File: config.mk
export PLATFORM = sky130hd
export DESIGN_NAME = fws_status_reporter
export DESIGN_NICKNAME = d
export VERILOG_FILES = /design/src/logic/fws_pkg.sv /design/src/logic/fws_status_reporter.sv
export VERILOG_INCLUDE_DIRS = /design/src /design/src/logic
export SDC_FILE = /design/constraint.sdc
export NUM_CORES = 1
export LEC_CHECK = 0
export ABC_CLOCK_PERIOD_IN_PS = 2700
export BUFFER_PORTS_ARGS = -buffer_cell sky130_fd_sc_hd__clkbuf_2
export CAP_MARGIN = 20
export CORE_UTILIZATION = 55
export DETAILED_ROUTE_END_ITERATION = 10
export GPL_ROUTABILITY_DRIVEN = 0
export PLACE_DENSITY = 0.78
export SETUP_SLACK_MARGIN = 0.1
export SLEW_MARGIN = 5
export SYNTH_ARGS = -nofsm -noshare
export SYNTH_HDL_FRONTEND = slang
export SYNTH_SLANG_ARGS = --single-unit
File: constraint.sdc
create_clock -name i_clk -period 2.7 [get_ports i_clk]
set_input_delay 0.54 -clock i_clk [delete_from_list [all_inputs] [get_ports i_clk]]
set_output_delay 0.54 -clock i_clk [all_outputs]
set_load 0.005 [all_outputs]
File: src/logic/fws_status_cfg.svh
//==========================================================================
// Summary of operation
// RULE1 - Program busy reads return inverted last bit.
// RULE2 - Next read after completion returns all valid.
// RULE3 - Chip erase polling valid after sixth strobe.
// RULE4 - Sector erase polling valid after last strobe.
// RULE5 - Erase polling reads zero, one when done.
// RULE6 - Host polls inside selected unprotected erase sectors.
// RULE7 - Status only in busy, suspend, time-out states.
// RULE8 - Protected program shows polling about one microsecond.
// RULE9 - Protected sector erase toggles about 150 microseconds.
// RULE10 - All selected protected toggles about 100 microseconds.
// RULE11 - Partial protection erases only the unprotected sectors.
// RULE12 - Busy line low while program, erase, reset run.
// RULE13 - Busy rejects program or erase except suspend.
// RULE14 - Erase suspend releases the busy line.
// RULE15 - Busy line falls at final command strobe edge.
// RULE16 - Hardware reset holds busy, then delays reads.
// RULE17 - First toggle bit flips per read while busy.
// RULE18 - First toggle valid from final strobe, any address.
// RULE19 - Read cycle ends by enable, chip select, valid.
// RULE20 - Toggle stops in suspend, runs during suspend program.
// RULE21 - Protected program toggles about one microsecond.
// RULE22 - Second toggle flips in selected erase sectors.
// RULE23 - Host rechecks polling bit after timeout bit.
// RULE24 - Pulse limit sets timeout bit until reset command.
//==========================================================================
`ifndef FWS_STATUS_CFG_SVH
`define FWS_STATUS_CFG_SVH

//==========================================================================
// Timing in nanoseconds and the system clock period.
//==========================================================================
`define FWS_CLK_NS        100
`define FWS_PROT_PROG_NS  1000
`define FWS_PROT_SECT_NS  150000
`define FWS_PROT_ALL_NS   100000
`define FWS_READY_NS      20000
`define FWS_RH_NS         200

//==========================================================================
// Counter width, pin slot positions and pin idle levels.
//==========================================================================
`define FWS_CNT_W     16
`define FWS_NPIN      6
`define FWS_PIN_WE    0
`define FWS_PIN_OE    1
`define FWS_PIN_CS    2
`define FWS_PIN_ADV   3
`define FWS_PIN_BCLK  4
`define FWS_PIN_RST   5
`define FWS_PIN_IDLE  6'h2F

`endif

File: src/logic/fws_pkg.sv
//==========================================================================
// Types shared by the status reporter and its neighbours.
//==========================================================================
package fws_pkg;

   // Command kinds handed over by the command decoder.
   typedef enum logic [2:0] {
      FWS_CMD_NONE   = 3'h0,
      FWS_CMD_PROG   = 3'h1,
      FWS_CMD_CHIP   = 3'h2,
      FWS_CMD_SECT   = 3'h3,
      FWS_CMD_SUSP   = 3'h4,
      FWS_CMD_RESUME = 3'h5,
      FWS_CMD_RESET  = 3'h6
   } fws_kind_t;

   // A decoded command waiting for its final write strobe edge.
   typedef struct packed {
      logic      valid;       // Command is present.
      fws_kind_t kind;        // What the command asks for.
      logic      data7;       // Top data bit of the program value.
      logic      target_prot; // Program target sector is protected.
      logic      all_prot;    // Every selected erase sector protected.
      logic      some_prot;   // At least one selected sector protected.
      logic      multi;       // More than one sector selected.
   } fws_cmd_t;

   // Events from the embedded algorithm engine.
   typedef struct packed {
      logic done;             // Algorithm finished.
      logic pulse_limit;      // Internal pulse count exceeded.
   } fws_eng_t;

   // Address qualifiers of the read in progress.
   typedef struct packed {
      logic in_prog_bank;     // Read hits the bank being programmed.
      logic in_erase_sector;  // Read hits a sector selected for erase.
   } fws_rd_t;

   // Status byte overlay; drive replaces array data with status.
   typedef struct packed {
      logic drive;
      logic data_poll_bit;
      logic toggle_bit_one;
      logic timeout_fail_bit;
      logic toggle_bit_two;
   } fws_stat_t;

   // One-cycle controls toward the algorithm engine.
   typedef struct packed {
      logic start_prog;
      logic start_erase;
      logic skip_prot;
      logic suspend;
      logic resume;
      logic abort;
   } fws_ctl_t;

   // Operating states, one-hot.
   typedef enum logic [8:0] {
      FWS_S_IDLE  = 9'h001,
      FWS_S_PROG  = 9'h002,
      FWS_S_ERASE = 9'h004,
      FWS_S_SUSP  = 9'h008,
      FWS_S_SPROG = 9'h010,
      FWS_S_PPROT = 9'h020,
      FWS_S_EPROT = 9'h040,
      FWS_S_FAIL  = 9'h080,
      FWS_S_RBUSY = 9'h100
   } fws_state_t;

endpackage : fws_pkg

File: src/logic/fws_status_reporter.sv
// Design decisions made here: the plain strobed port and the placing of the registers.
`include "fws_status_cfg.svh"

//==========================================================================
// Write operation status reporter.
module fws_status_reporter
   import fws_pkg::*;
#(
   parameter int unsigned PROT_PROG_CYC =
      (`FWS_PROT_PROG_NS + `FWS_CLK_NS - 1) / `FWS_CLK_NS,
   parameter int unsigned PROT_SECT_CYC =
      (`FWS_PROT_SECT_NS + `FWS_CLK_NS - 1) / `FWS_CLK_NS,
   parameter int unsigned PROT_ALL_CYC =
      (`FWS_PROT_ALL_NS + `FWS_CLK_NS - 1) / `FWS_CLK_NS,
   parameter int unsigned READY_CYC =
      (`FWS_READY_NS + `FWS_CLK_NS - 1) / `FWS_CLK_NS,
   parameter int unsigned RH_CYC =
      (`FWS_RH_NS + `FWS_CLK_NS - 1) / `FWS_CLK_NS
) (
   // Clock and reset.
   input  wire logic  i_clk,
   input  wire logic  i_srst,
   // Device pins.
   input  wire logic  i_write_strobe_n,
   input  wire logic  i_output_enable_n,
   input  wire logic  i_chip_select_n,
   input  wire logic  i_address_valid_n,
   input  wire logic  i_burst_clk,
   input  wire logic  i_hw_reset_n,
   // Core side inputs.
   input  wire logic  i_sync_mode,
   input  fws_cmd_t   i_cmd,
   input  fws_eng_t   i_eng,
   input  fws_rd_t    i_rd,
   // Status and control outputs.
   output fws_stat_t  o_stat,
   output fws_ctl_t   o_ctl,
   output logic       o_cmd_reject,
   output logic       o_read_ok,
   // Open-drain ready/busy pin.
   output logic       o_ready_busy_n_out,
   output logic       o_ready_busy_n_oe_n
);

   localparam int CW = `FWS_CNT_W;
   localparam int NP = `FWS_NPIN;

   //=======================================================================
   // Declarations.
   logic [NP-1:0] pin_raw;     // Raw pin levels.
   logic [NP-1:0] sync1;       // First synchroniser stage.
   logic [NP-1:0] sync2;       // Second synchroniser stage.
   logic [NP-1:0] sync3;       // Third synchroniser stage.
   logic [NP-1:0] flt;         // Accepted pin levels.
   logic [NP-1:0] flt_q;       // Accepted levels one cycle back.
   logic [NP-1:0] rise;        // Rising edges of accepted levels.
   logic          we_rise;     // Write strobe closed.
   logic          rd_end;      // A read cycle ended.
   logic          rst_low;     // Hardware reset held.
   fws_cmd_t      pend;        // Command waiting for its strobe edge.
   logic          cmd_go;      // Command takes effect now.
   fws_state_t    state;       // Current state.
   fws_state_t    next_state;  // State for the next cycle.
   logic [CW-1:0] cnt;         // Timer for timed states.
   logic [CW-1:0] next_cnt;    // Timer value for the next cycle.
   logic          tog1;        // First toggle bit.
   logic          tog2;        // Second toggle bit.
   logic          busy7;       // Polling bit shown while busy.
   logic          next_busy7;  // Next polling bit while busy.
   logic          done7;       // True bit shown after completion.
   logic          next_done7;  // Next true bit.
   logic          done_pend;   // One more status read is owed.
   logic          done_set;    // Completion seen this cycle.
   logic [CW-1:0] rh_cnt;      // Delay from reset release to reads.
   fws_stat_t     next_stat;   // Status for the next cycle.
   fws_ctl_t      next_ctl;    // Engine controls for the next cycle.
   logic          next_reject; // Rejection pulse for the next cycle.
   logic          busy_state;  // State drives the busy line low.
   logic          tog_state;   // State makes the first toggle run.
   logic          pe_cmd;      // Pending command is program or erase.

   assign pin_raw = {i_hw_reset_n, i_burst_clk, i_address_valid_n,
                     i_chip_select_n, i_output_enable_n, i_write_strobe_n};

   //=======================================================================
   // Pin synchronisers.
   // Three stages per pin; only the second stage reads the first.
   always_ff @(posedge i_clk) begin
      if (i_srst) begin
         sync1 <= `FWS_PIN_IDLE;
         sync2 <= `FWS_PIN_IDLE;
         sync3 <= `FWS_PIN_IDLE;
      end else begin
         sync1 <= pin_raw;
         sync2 <= sync1;
         sync3 <= sync2;
      end
   end

   // A level is accepted only once the second and third stages agree.
   genvar gi;
   generate
      for (gi = 0; gi < NP; gi++) begin : g_flt
         always_ff @(posedge i_clk) begin
            if (i_srst) begin
               flt[gi]   <= 1'(`FWS_PIN_IDLE >> gi);
               flt_q[gi] <= 1'(`FWS_PIN_IDLE >> gi);
            end else begin
               if (sync2[gi] == sync3[gi]) begin
                  flt[gi] <= sync3[gi];
               end
               flt_q[gi] <= flt[gi];
            end
         end
      end
   endgenerate

   assign rise    = flt & ~flt_q;
   assign we_rise = rise[`FWS_PIN_WE];
   assign rst_low = ~flt[`FWS_PIN_RST];

   // A read ends when its enable or select rises in asynchronous mode, or on the valid pin
   // or burst clock edges in synchronous mode.
   assign rd_end = i_sync_mode ?
      (rise[`FWS_PIN_ADV] |
       (rise[`FWS_PIN_BCLK] & ~flt[`FWS_PIN_ADV])) :
      ((rise[`FWS_PIN_OE] & ~flt_q[`FWS_PIN_CS]) |
       (rise[`FWS_PIN_CS] & ~flt_q[`FWS_PIN_OE]));    // RULE19

   //=======================================================================
   // Pending command.
   // Held until the closing strobe edge; a new command wins over use.
   assign cmd_go = we_rise & pend.valid;

   always_ff @(posedge i_clk) begin
      if (i_srst) begin
         pend <= '0;
      end else if (i_cmd.valid) begin
         pend <= i_cmd;
      end else if (cmd_go | rst_low) begin
         pend <= '0;
      end
   end

   //=======================================================================
   // State decode helpers.
   // Idle and suspend leave the busy line free; all else holds it.
   assign busy_state = (state != FWS_S_IDLE) && (state != FWS_S_SUSP);
   // The first toggle runs while busy, except in reset recovery.
   assign tog_state  = busy_state && (state != FWS_S_RBUSY); // RULE17 RULE20
   // Program and erase commands are the ones a busy device refuses.
   assign pe_cmd     = (pend.kind == FWS_CMD_PROG) ||
                       (pend.kind == FWS_CMD_CHIP) ||
                       (pend.kind == FWS_CMD_SECT);            // RULE13

   //=======================================================================
   // Next state, timer and engine controls.
   always_comb begin
      next_state  = state;
      next_cnt    = (cnt != '0) ? cnt - CW'(1) : cnt;
      next_busy7  = busy7;
      next_done7  = done7;
      next_ctl    = '0;
      next_reject = 1'b0;
      done_set    = 1'b0;
      if (rst_low && state != FWS_S_RBUSY) begin
         // Reset during an operation keeps the line busy a while.
         next_ctl.abort = busy_state;
         next_state = busy_state ? FWS_S_RBUSY : FWS_S_IDLE; // RULE16
         next_cnt   = CW'(READY_CYC);
      end else begin
         case (state)
            FWS_S_IDLE: begin
               if (cmd_go) begin
                  case (pend.kind)
                     FWS_CMD_PROG: begin
                        next_busy7 = ~pend.data7;       // RULE1
                        next_done7 = pend.data7;
                        if (pend.target_prot) begin
                           next_state = FWS_S_PPROT;    // RULE8 RULE21
                           next_cnt   = CW'(PROT_PROG_CYC);
                        end else begin
                           next_state = FWS_S_PROG;     // RULE15
                           next_ctl.start_prog = 1'b1;
                        end
                     end
                     FWS_CMD_CHIP, FWS_CMD_SECT: begin
                        next_busy7 = 1'b0;              // RULE5
                        next_done7 = 1'b1;
                        if (pend.all_prot) begin
                           next_state = FWS_S_EPROT;
                           if (pend.kind == FWS_CMD_SECT && !pend.multi) begin
                              next_cnt = CW'(PROT_SECT_CYC); // RULE9
                           end else begin
                              next_cnt = CW'(PROT_ALL_CYC);  // RULE10
                           end
                        end else begin
                           // Chip or sector erase starts at this edge.
                           next_state = FWS_S_ERASE;    // RULE3 RULE4
                           next_ctl.start_erase = 1'b1;
                           next_ctl.skip_prot = pend.some_prot; // RULE11
                        end
                     end
                     default: next_state = FWS_S_IDLE;
                  endcase
               end
            end
            FWS_S_PROG, FWS_S_ERASE: begin
               if (i_eng.pulse_limit) begin
                  next_state = FWS_S_FAIL;              // RULE24
               end else if (i_eng.done) begin
                  next_state = FWS_S_IDLE;
                  done_set   = 1'b1;
               end else if (cmd_go) begin
                  if (pend.kind == FWS_CMD_SUSP && state == FWS_S_ERASE) begin
                     next_state = FWS_S_SUSP;           // RULE14
                     next_ctl.suspend = 1'b1;
                  end else begin
                     next_reject = pe_cmd;              // RULE13
                  end
               end
            end
            FWS_S_SUSP: begin
               if (cmd_go) begin
                  if (pend.kind == FWS_CMD_PROG && !pend.target_prot) begin
                     next_state = FWS_S_SPROG;          // RULE20
                     next_busy7 = ~pend.data7;
                     next_ctl.start_prog = 1'b1;
                  end else if (pend.kind == FWS_CMD_RESUME) begin
                     next_state = FWS_S_ERASE;
                     next_ctl.resume = 1'b1;
                  end else begin
                     next_reject = pe_cmd;
                  end
               end
            end
            FWS_S_SPROG: begin
               if (i_eng.pulse_limit) begin
                  next_state = FWS_S_FAIL;
               end else if (i_eng.done) begin
                  next_state = FWS_S_SUSP;
               end else if (cmd_go) begin
                  next_reject = pe_cmd;
               end
            end
            FWS_S_PPROT, FWS_S_EPROT: begin
               // Attempt on protected area ends without touching it.
               if (cnt == '0) begin
                  next_state = FWS_S_IDLE;
               end else if (cmd_go) begin
                  next_reject = pe_cmd;
               end
            end
            FWS_S_FAIL: begin
               // Only the reset command or a hardware reset brings back array reads.
               if (cmd_go) begin
                  if (pend.kind == FWS_CMD_RESET) begin
                     next_state     = FWS_S_IDLE;       // RULE24
                     next_ctl.abort = 1'b1;
                  end else begin
                     next_reject = pe_cmd;
                  end
               end
            end
            FWS_S_RBUSY: begin
               if (cnt == '0) begin
                  next_state = FWS_S_IDLE;              // RULE16
               end
            end
            default: next_state = FWS_S_IDLE;
         endcase
      end
   end

   // State, timer and polling values.
   always_ff @(posedge i_clk) begin
      if (i_srst) begin
         state <= FWS_S_IDLE;
         cnt   <= '0;
         busy7 <= 1'b0;
         done7 <= 1'b1;
      end else begin
         state <= next_state;
         cnt   <= next_cnt;
         busy7 <= next_busy7;
         done7 <= next_done7;
      end
   end

   //=======================================================================
   // Toggle bits and the owed completion read.
   // Each ended read flips the toggles that are running.
   always_ff @(posedge i_clk) begin
      if (i_srst) begin
         tog1 <= 1'b0;
         tog2 <= 1'b0;
      end else if (rd_end) begin
         if (tog_state) begin
            tog1 <= ~tog1;                              // RULE17 RULE18
         end
         if (i_rd.in_erase_sector &&
             (state == FWS_S_ERASE || state == FWS_S_SUSP)) begin
            tog2 <= ~tog2;                              // RULE22
         end
      end
   end

   // After completion one read shows true polling data; set wins.
   always_ff @(posedge i_clk) begin
      if (i_srst) begin
         done_pend <= 1'b0;
      end else if (done_set) begin
         done_pend <= 1'b1;                             // RULE2
      end else if (rd_end || rst_low || state != FWS_S_IDLE) begin
         done_pend <= 1'b0;
      end
   end

   //=======================================================================
   // Status overlay.
   always_comb begin
      next_stat = o_stat;
      next_stat.timeout_fail_bit = 1'b0;
      next_stat.toggle_bit_one   = tog1;
      next_stat.toggle_bit_two   = tog2;
      case (state)
         FWS_S_PROG, FWS_S_SPROG: begin
            next_stat.drive         = i_rd.in_prog_bank; // RULE1
            next_stat.data_poll_bit = busy7;
         end
         FWS_S_PPROT, FWS_S_EPROT: begin
            next_stat.drive         = 1'b1;             // RULE8
            next_stat.data_poll_bit = busy7;
         end
         FWS_S_ERASE: begin
            next_stat.drive         = 1'b1;
            next_stat.data_poll_bit = 1'b0;             // RULE5
         end
         FWS_S_SUSP: begin
            next_stat.drive         = i_rd.in_erase_sector;
            next_stat.data_poll_bit = 1'b1;
         end
         FWS_S_FAIL: begin
            next_stat.drive            = 1'b1;
            next_stat.data_poll_bit    = busy7;
            next_stat.timeout_fail_bit = 1'b1;          // RULE24
         end
         FWS_S_IDLE: begin
            // Other bits may still be stale on this one read.
            next_stat.drive         = done_pend;        // RULE2 RULE7
            next_stat.data_poll_bit = done7;            // RULE5
         end
         default: next_stat.drive = 1'b0;               // RULE7
      endcase
   end

   //=======================================================================
   // Registered outputs.
   // Status, engine controls and rejection pulse.
   always_ff @(posedge i_clk) begin
      if (i_srst) begin
         o_stat       <= '0;
         o_ctl        <= '0;
         o_cmd_reject <= 1'b0;
      end else begin
         o_stat       <= next_stat;
         o_ctl        <= next_ctl;
         o_cmd_reject <= next_reject;
      end
   end

   // Busy line pulled low in busy states, released otherwise.
   always_ff @(posedge i_clk) begin
      if (i_srst) begin
         o_ready_busy_n_out  <= 1'b0;
         o_ready_busy_n_oe_n <= 1'b1;
      end else begin
         o_ready_busy_n_out  <= 1'b0;
         o_ready_busy_n_oe_n <= (next_state == FWS_S_IDLE) ||
                                (next_state == FWS_S_SUSP); // RULE12 RULE14
      end
   end

   // Reads stay blocked until the delay after reset release.
   always_ff @(posedge i_clk) begin
      if (i_srst) begin
         rh_cnt    <= '0;
         o_read_ok <= 1'b0;
      end else if (rst_low) begin
         rh_cnt    <= CW'(RH_CYC);
         o_read_ok <= 1'b0;                             // RULE16
      end else begin
         if (rh_cnt != '0) begin
            rh_cnt <= rh_cnt - CW'(1);
         end
         o_read_ok <= (rh_cnt == '0);
      end
   end

endmodule : fws_status_reporter

==> results.md <==
- Status: finished, final reports clean
- Diode count: 0
- Worst-path maximum fanout: 11
- Die Ht: 92.0 µm
- Combinational Power Share: 31.2%
- Routed vias/inst: 5.85
- Clock Tree Root: clkbuf_8
- Worst hold path class: in -> reg
- Number of flops mapped to enable cells by yosys: 0
- ANT nets after route: 0
- Max_cap viols: 0
- Post-Route Setup TNS: 0 ns
- Initial Util: 57.4%
- Final HPWL DP: 7150 µm
- All-layer global routing usage: 24.1%
- CP Launch Type: flop
- First-pass GRT wire length: 16300 µm
- Number of H-tree levels: 3
- Commonest non-fill, non-tap cells in the layout: dfxtp_1 (98), nor2_1 (77), a21oi_1 (39)
- # rows: 32
- RSZ-0062 raised after global routing: no
- Crit Path Category: reg -> reg
- Mapped Nets: 546
- Syn avg cell area: 8.54 µm²
- Routed WL: 9700 µm
- Worst slack, placed: 0.353 ns
- Fraction of registers with async set/reset: 0%
- Fin Clk Skew: 0.00761 ns
- Cell count after synthesis: 522
- Final setup violation count: 0
- Fmax achieved: 435 MHz
- Hold Fails Final Rpt: 0
- Peak supply drop: 0.415 mV
- CTS buffer count: 9
- Die X: 92.0 µm
- YS warnings: 0
- Simple-gate area share of the yosys netlist: 28.9%
- Worst Tran Pin Value: 0.757 ns
- Data required, critical path: 2.94 ns
- Final period util: 85.1%
- I/O pin count: 37
- Post_cts resized: 0
- Power Internal: 2660 µW
- Reg power frac: 45.3%
- Minimum clock period: 2.30 ns
- Switching Fraction: 34.5%
- Port Buffers: 35
- GRT overflow: 0
- Share of cells above drive strength 1: 17.7%
- Clock slew at the register clock pins of the worst setup and hold paths: 0.09 ns
- Most common cell after layout, fill and taps aside: dfxtp_1
- CP endpoint kind: flop
- Pwr/cell area: 828 nW/µm²
- Mux cell area share after synthesis: 0.449%
- Placed Cells: 639
- CTS max path bufs: 2
- Iteration-0 DRC count of the detailed router: 496
- Clk Latency, worst-skew pair: 0.36 ns
- Adder-cell area share of the yosys netlist: 0.561%
- Yosys reg bits: 98
- Largest net degree at the start of global routing: 26
- Sequential-to-total area share from yosys stat: 44.0%
- Vias in the first global route: 3523
- DR pass1 iterations: 6
- Final net count: 574
- CTS Sinks: 98
- Compound-Gate Fraction of Synth Area: 15.6%
- CTS tree: built
- Non-Filler Instances: 657
- Routed WL per cell: 14.8 µm
- Worst path arrival time: 2.54 ns
- Hold WS: 0.356 ns
- Largest family of logic cells by synthesized area: simple AND/OR/NAND/NOR gates
- Net Sw Power: 1400 µW
- DRC Markers: 0
- Initial antenna violation count: 0
- Setup ws final: 0.402 ns
- Headroom to the max-slew limit: 48.9%
- Die area: 8470 µm²
- Library cells used by synthesis: 61
- Area of the mapped netlist: 4460 µm²
- Synth Area in XOR/XNOR: 6.09%
- Post-CTS setup buffer count: 0
- Core area: 7770 µm²
- Synth Flop Type: dfxtp_1
- Clock group share of total power: 23.5%
- Post-Route Utilization: 63.0%
- Layout area overhead: 9.82%
- Static Leakage: 0.00184 µW
- Detailed-route via count: 3843
- # hold bufs at CTS: 0
- Pins Over Slew Limit: 0
-- state kept, by name, summed over array words and instances (netlist names), 5 cells and up --
signal / cells
o_ctl: 6
state: 9
sync3: 6
o_stat: 5
cnt: 16
sync2: 6
flt_q: 5
pend: 9
flt: 6
rh_cnt: 16
sync1: 6
-- per-stage QoR --
stage | cell area [µm²] | power, µW
floorplan | 4460 | 2860
global placement | 4680 | 3070
detailed placement | 4680 | 3130
CTS | 4880 | 4080
global route | 4900 | 4340
finish | 4900 | 4060
-- worst max-delay path: stages, from the launching register on --
cell	delay, ns
dfxtp_1	0.61
nand2b_1	0.19
a2111o_1	0.44
a21oi_1	0.15
o221ai_1	0.16
nor4_1	0.48
a21oi_1	0.13
-- path summary, 6_finish.rpt --
path                                          start                             end  slack (ns)  depth (start not counted)
worst max-delay path            state[6]$_SDFF_PP0_  o_ready_busy_n_oe_n$_SDFF_PP1_        0.40                          6
worst min-delay path               i_write_strobe_n             sync1[0]$_SDFF_PP1_        0.36                          2
worst max register to register  state[6]$_SDFF_PP0_  o_ready_busy_n_oe_n$_SDFF_PP1_        0.40                          6
worst min register to register  sync1[1]$_SDFF_PP1_             sync2[1]$_SDFF_PP1_        0.41                          1
-- per-layer routing --
| layer | GRT usage [%] | wire (µm) | vias up |
|---|---|---|---|
| met2 | 38.0 | 4340 | 157 |
| li1 | - | - | 1893 |
| met1 | 31.4 | 4310 | 1752 |
| met4 | 12.4 | 416 | 0 |
| met5 | 0 | 0 | - |
| met3 | 4.64 | 639 | 41 |
-- synthesized netlist by cell type (2+ instances only) --
| library cell | number | area (µm²) |
|---|---|---|
| dfxtp_1 | 98 | 1960 |
| mux2i_1 | 2 | 20.0 |
| a31oi_1 | 3 | 18.8 |
| xnor2_1 | 15 | 131 |
| a211oi_2 | 2 | 25.0 |
| nor3b_1 | 7 | 52.6 |
| nor4_4 | 2 | 42.5 |
| a21o_1 | 2 | 15.0 |
| xor2_1 | 16 | 140 |
| or2_2 | 19 | 119 |
| nor2_1 | 77 | 289 |
| o211ai_1 | 4 | 30.0 |
| a21oi_1 | 39 | 195 |
| nand4b_1 | 3 | 26.3 |
| nor2b_1 | 12 | 75.1 |
| and4_2 | 2 | 20.0 |
| or4_1 | 3 | 22.5 |
| buf_1 | 2 | 7.51 |
| nand2b_1 | 7 | 43.8 |
| nor4_1 | 10 | 62.6 |
| buf_2 | 7 | 35.0 |
| nand3b_1 | 3 | 22.5 |
| clkbuf_1 | 14 | 52.6 |
| nand4_1 | 10 | 62.6 |
| o32ai_1 | 2 | 17.5 |
| o2111ai_1 | 2 | 17.5 |
| nand3_1 | 9 | 45.0 |
| o221ai_1 | 2 | 17.5 |
| and3_1 | 4 | 25.0 |
| buf_6 | 3 | 33.8 |
| nor3_1 | 21 | 105 |
| o41ai_1 | 2 | 17.5 |
| o21ai_0 | 25 | 125 |
| inv_1 | 11 | 41.3 |
| nand2_1 | 37 | 139 |
| ha_1 | 2 | 25.0 |
| a221oi_1 | 2 | 17.5 |
| a22oi_1 | 11 | 82.6 |
| or3_1 | 6 | 37.5 |
| buf_4 | 3 | 22.5 |
-- power by group through the flow --
stage | Sequential, µW | Clock, µW | Combinational (µW)
floorplan | 1820 | 0 | 1040
global placement | 1850 | 0 | 1220
detailed placement | 1870 | 0 | 1260
CTS | 1830 | 969 | 1280
global route | 1860 | 1030 | 1450
finish | 1840 | 954 | 1270
-- layout make-up --
cell class | instances | area (µm²)
Clock buffer | 10 | 138
Multi-Input combinational cell | 384 | 2300
Timing Repair Buffer | 46 | 258
Tap cell | 102 | 128
Clock inverter | 6 | 66.3
Sequential cell | 98 | 1960
Fill cell | 670 | 2870
Inverter | 11 | 41.3
-- cells by family after synthesis --
| kind of cell | Yosys count |
|---|---|
| buf+inv | 40 |
| compound gates | 106 |
| other cells | 1 |
| fa+ha+maj | 2 |
| simple gates | 242 |
| mux | 2 |
| xor+xnor | 31 |
| flops | 98 |
No activity file was read; power rests on OpenSTA's default activity.
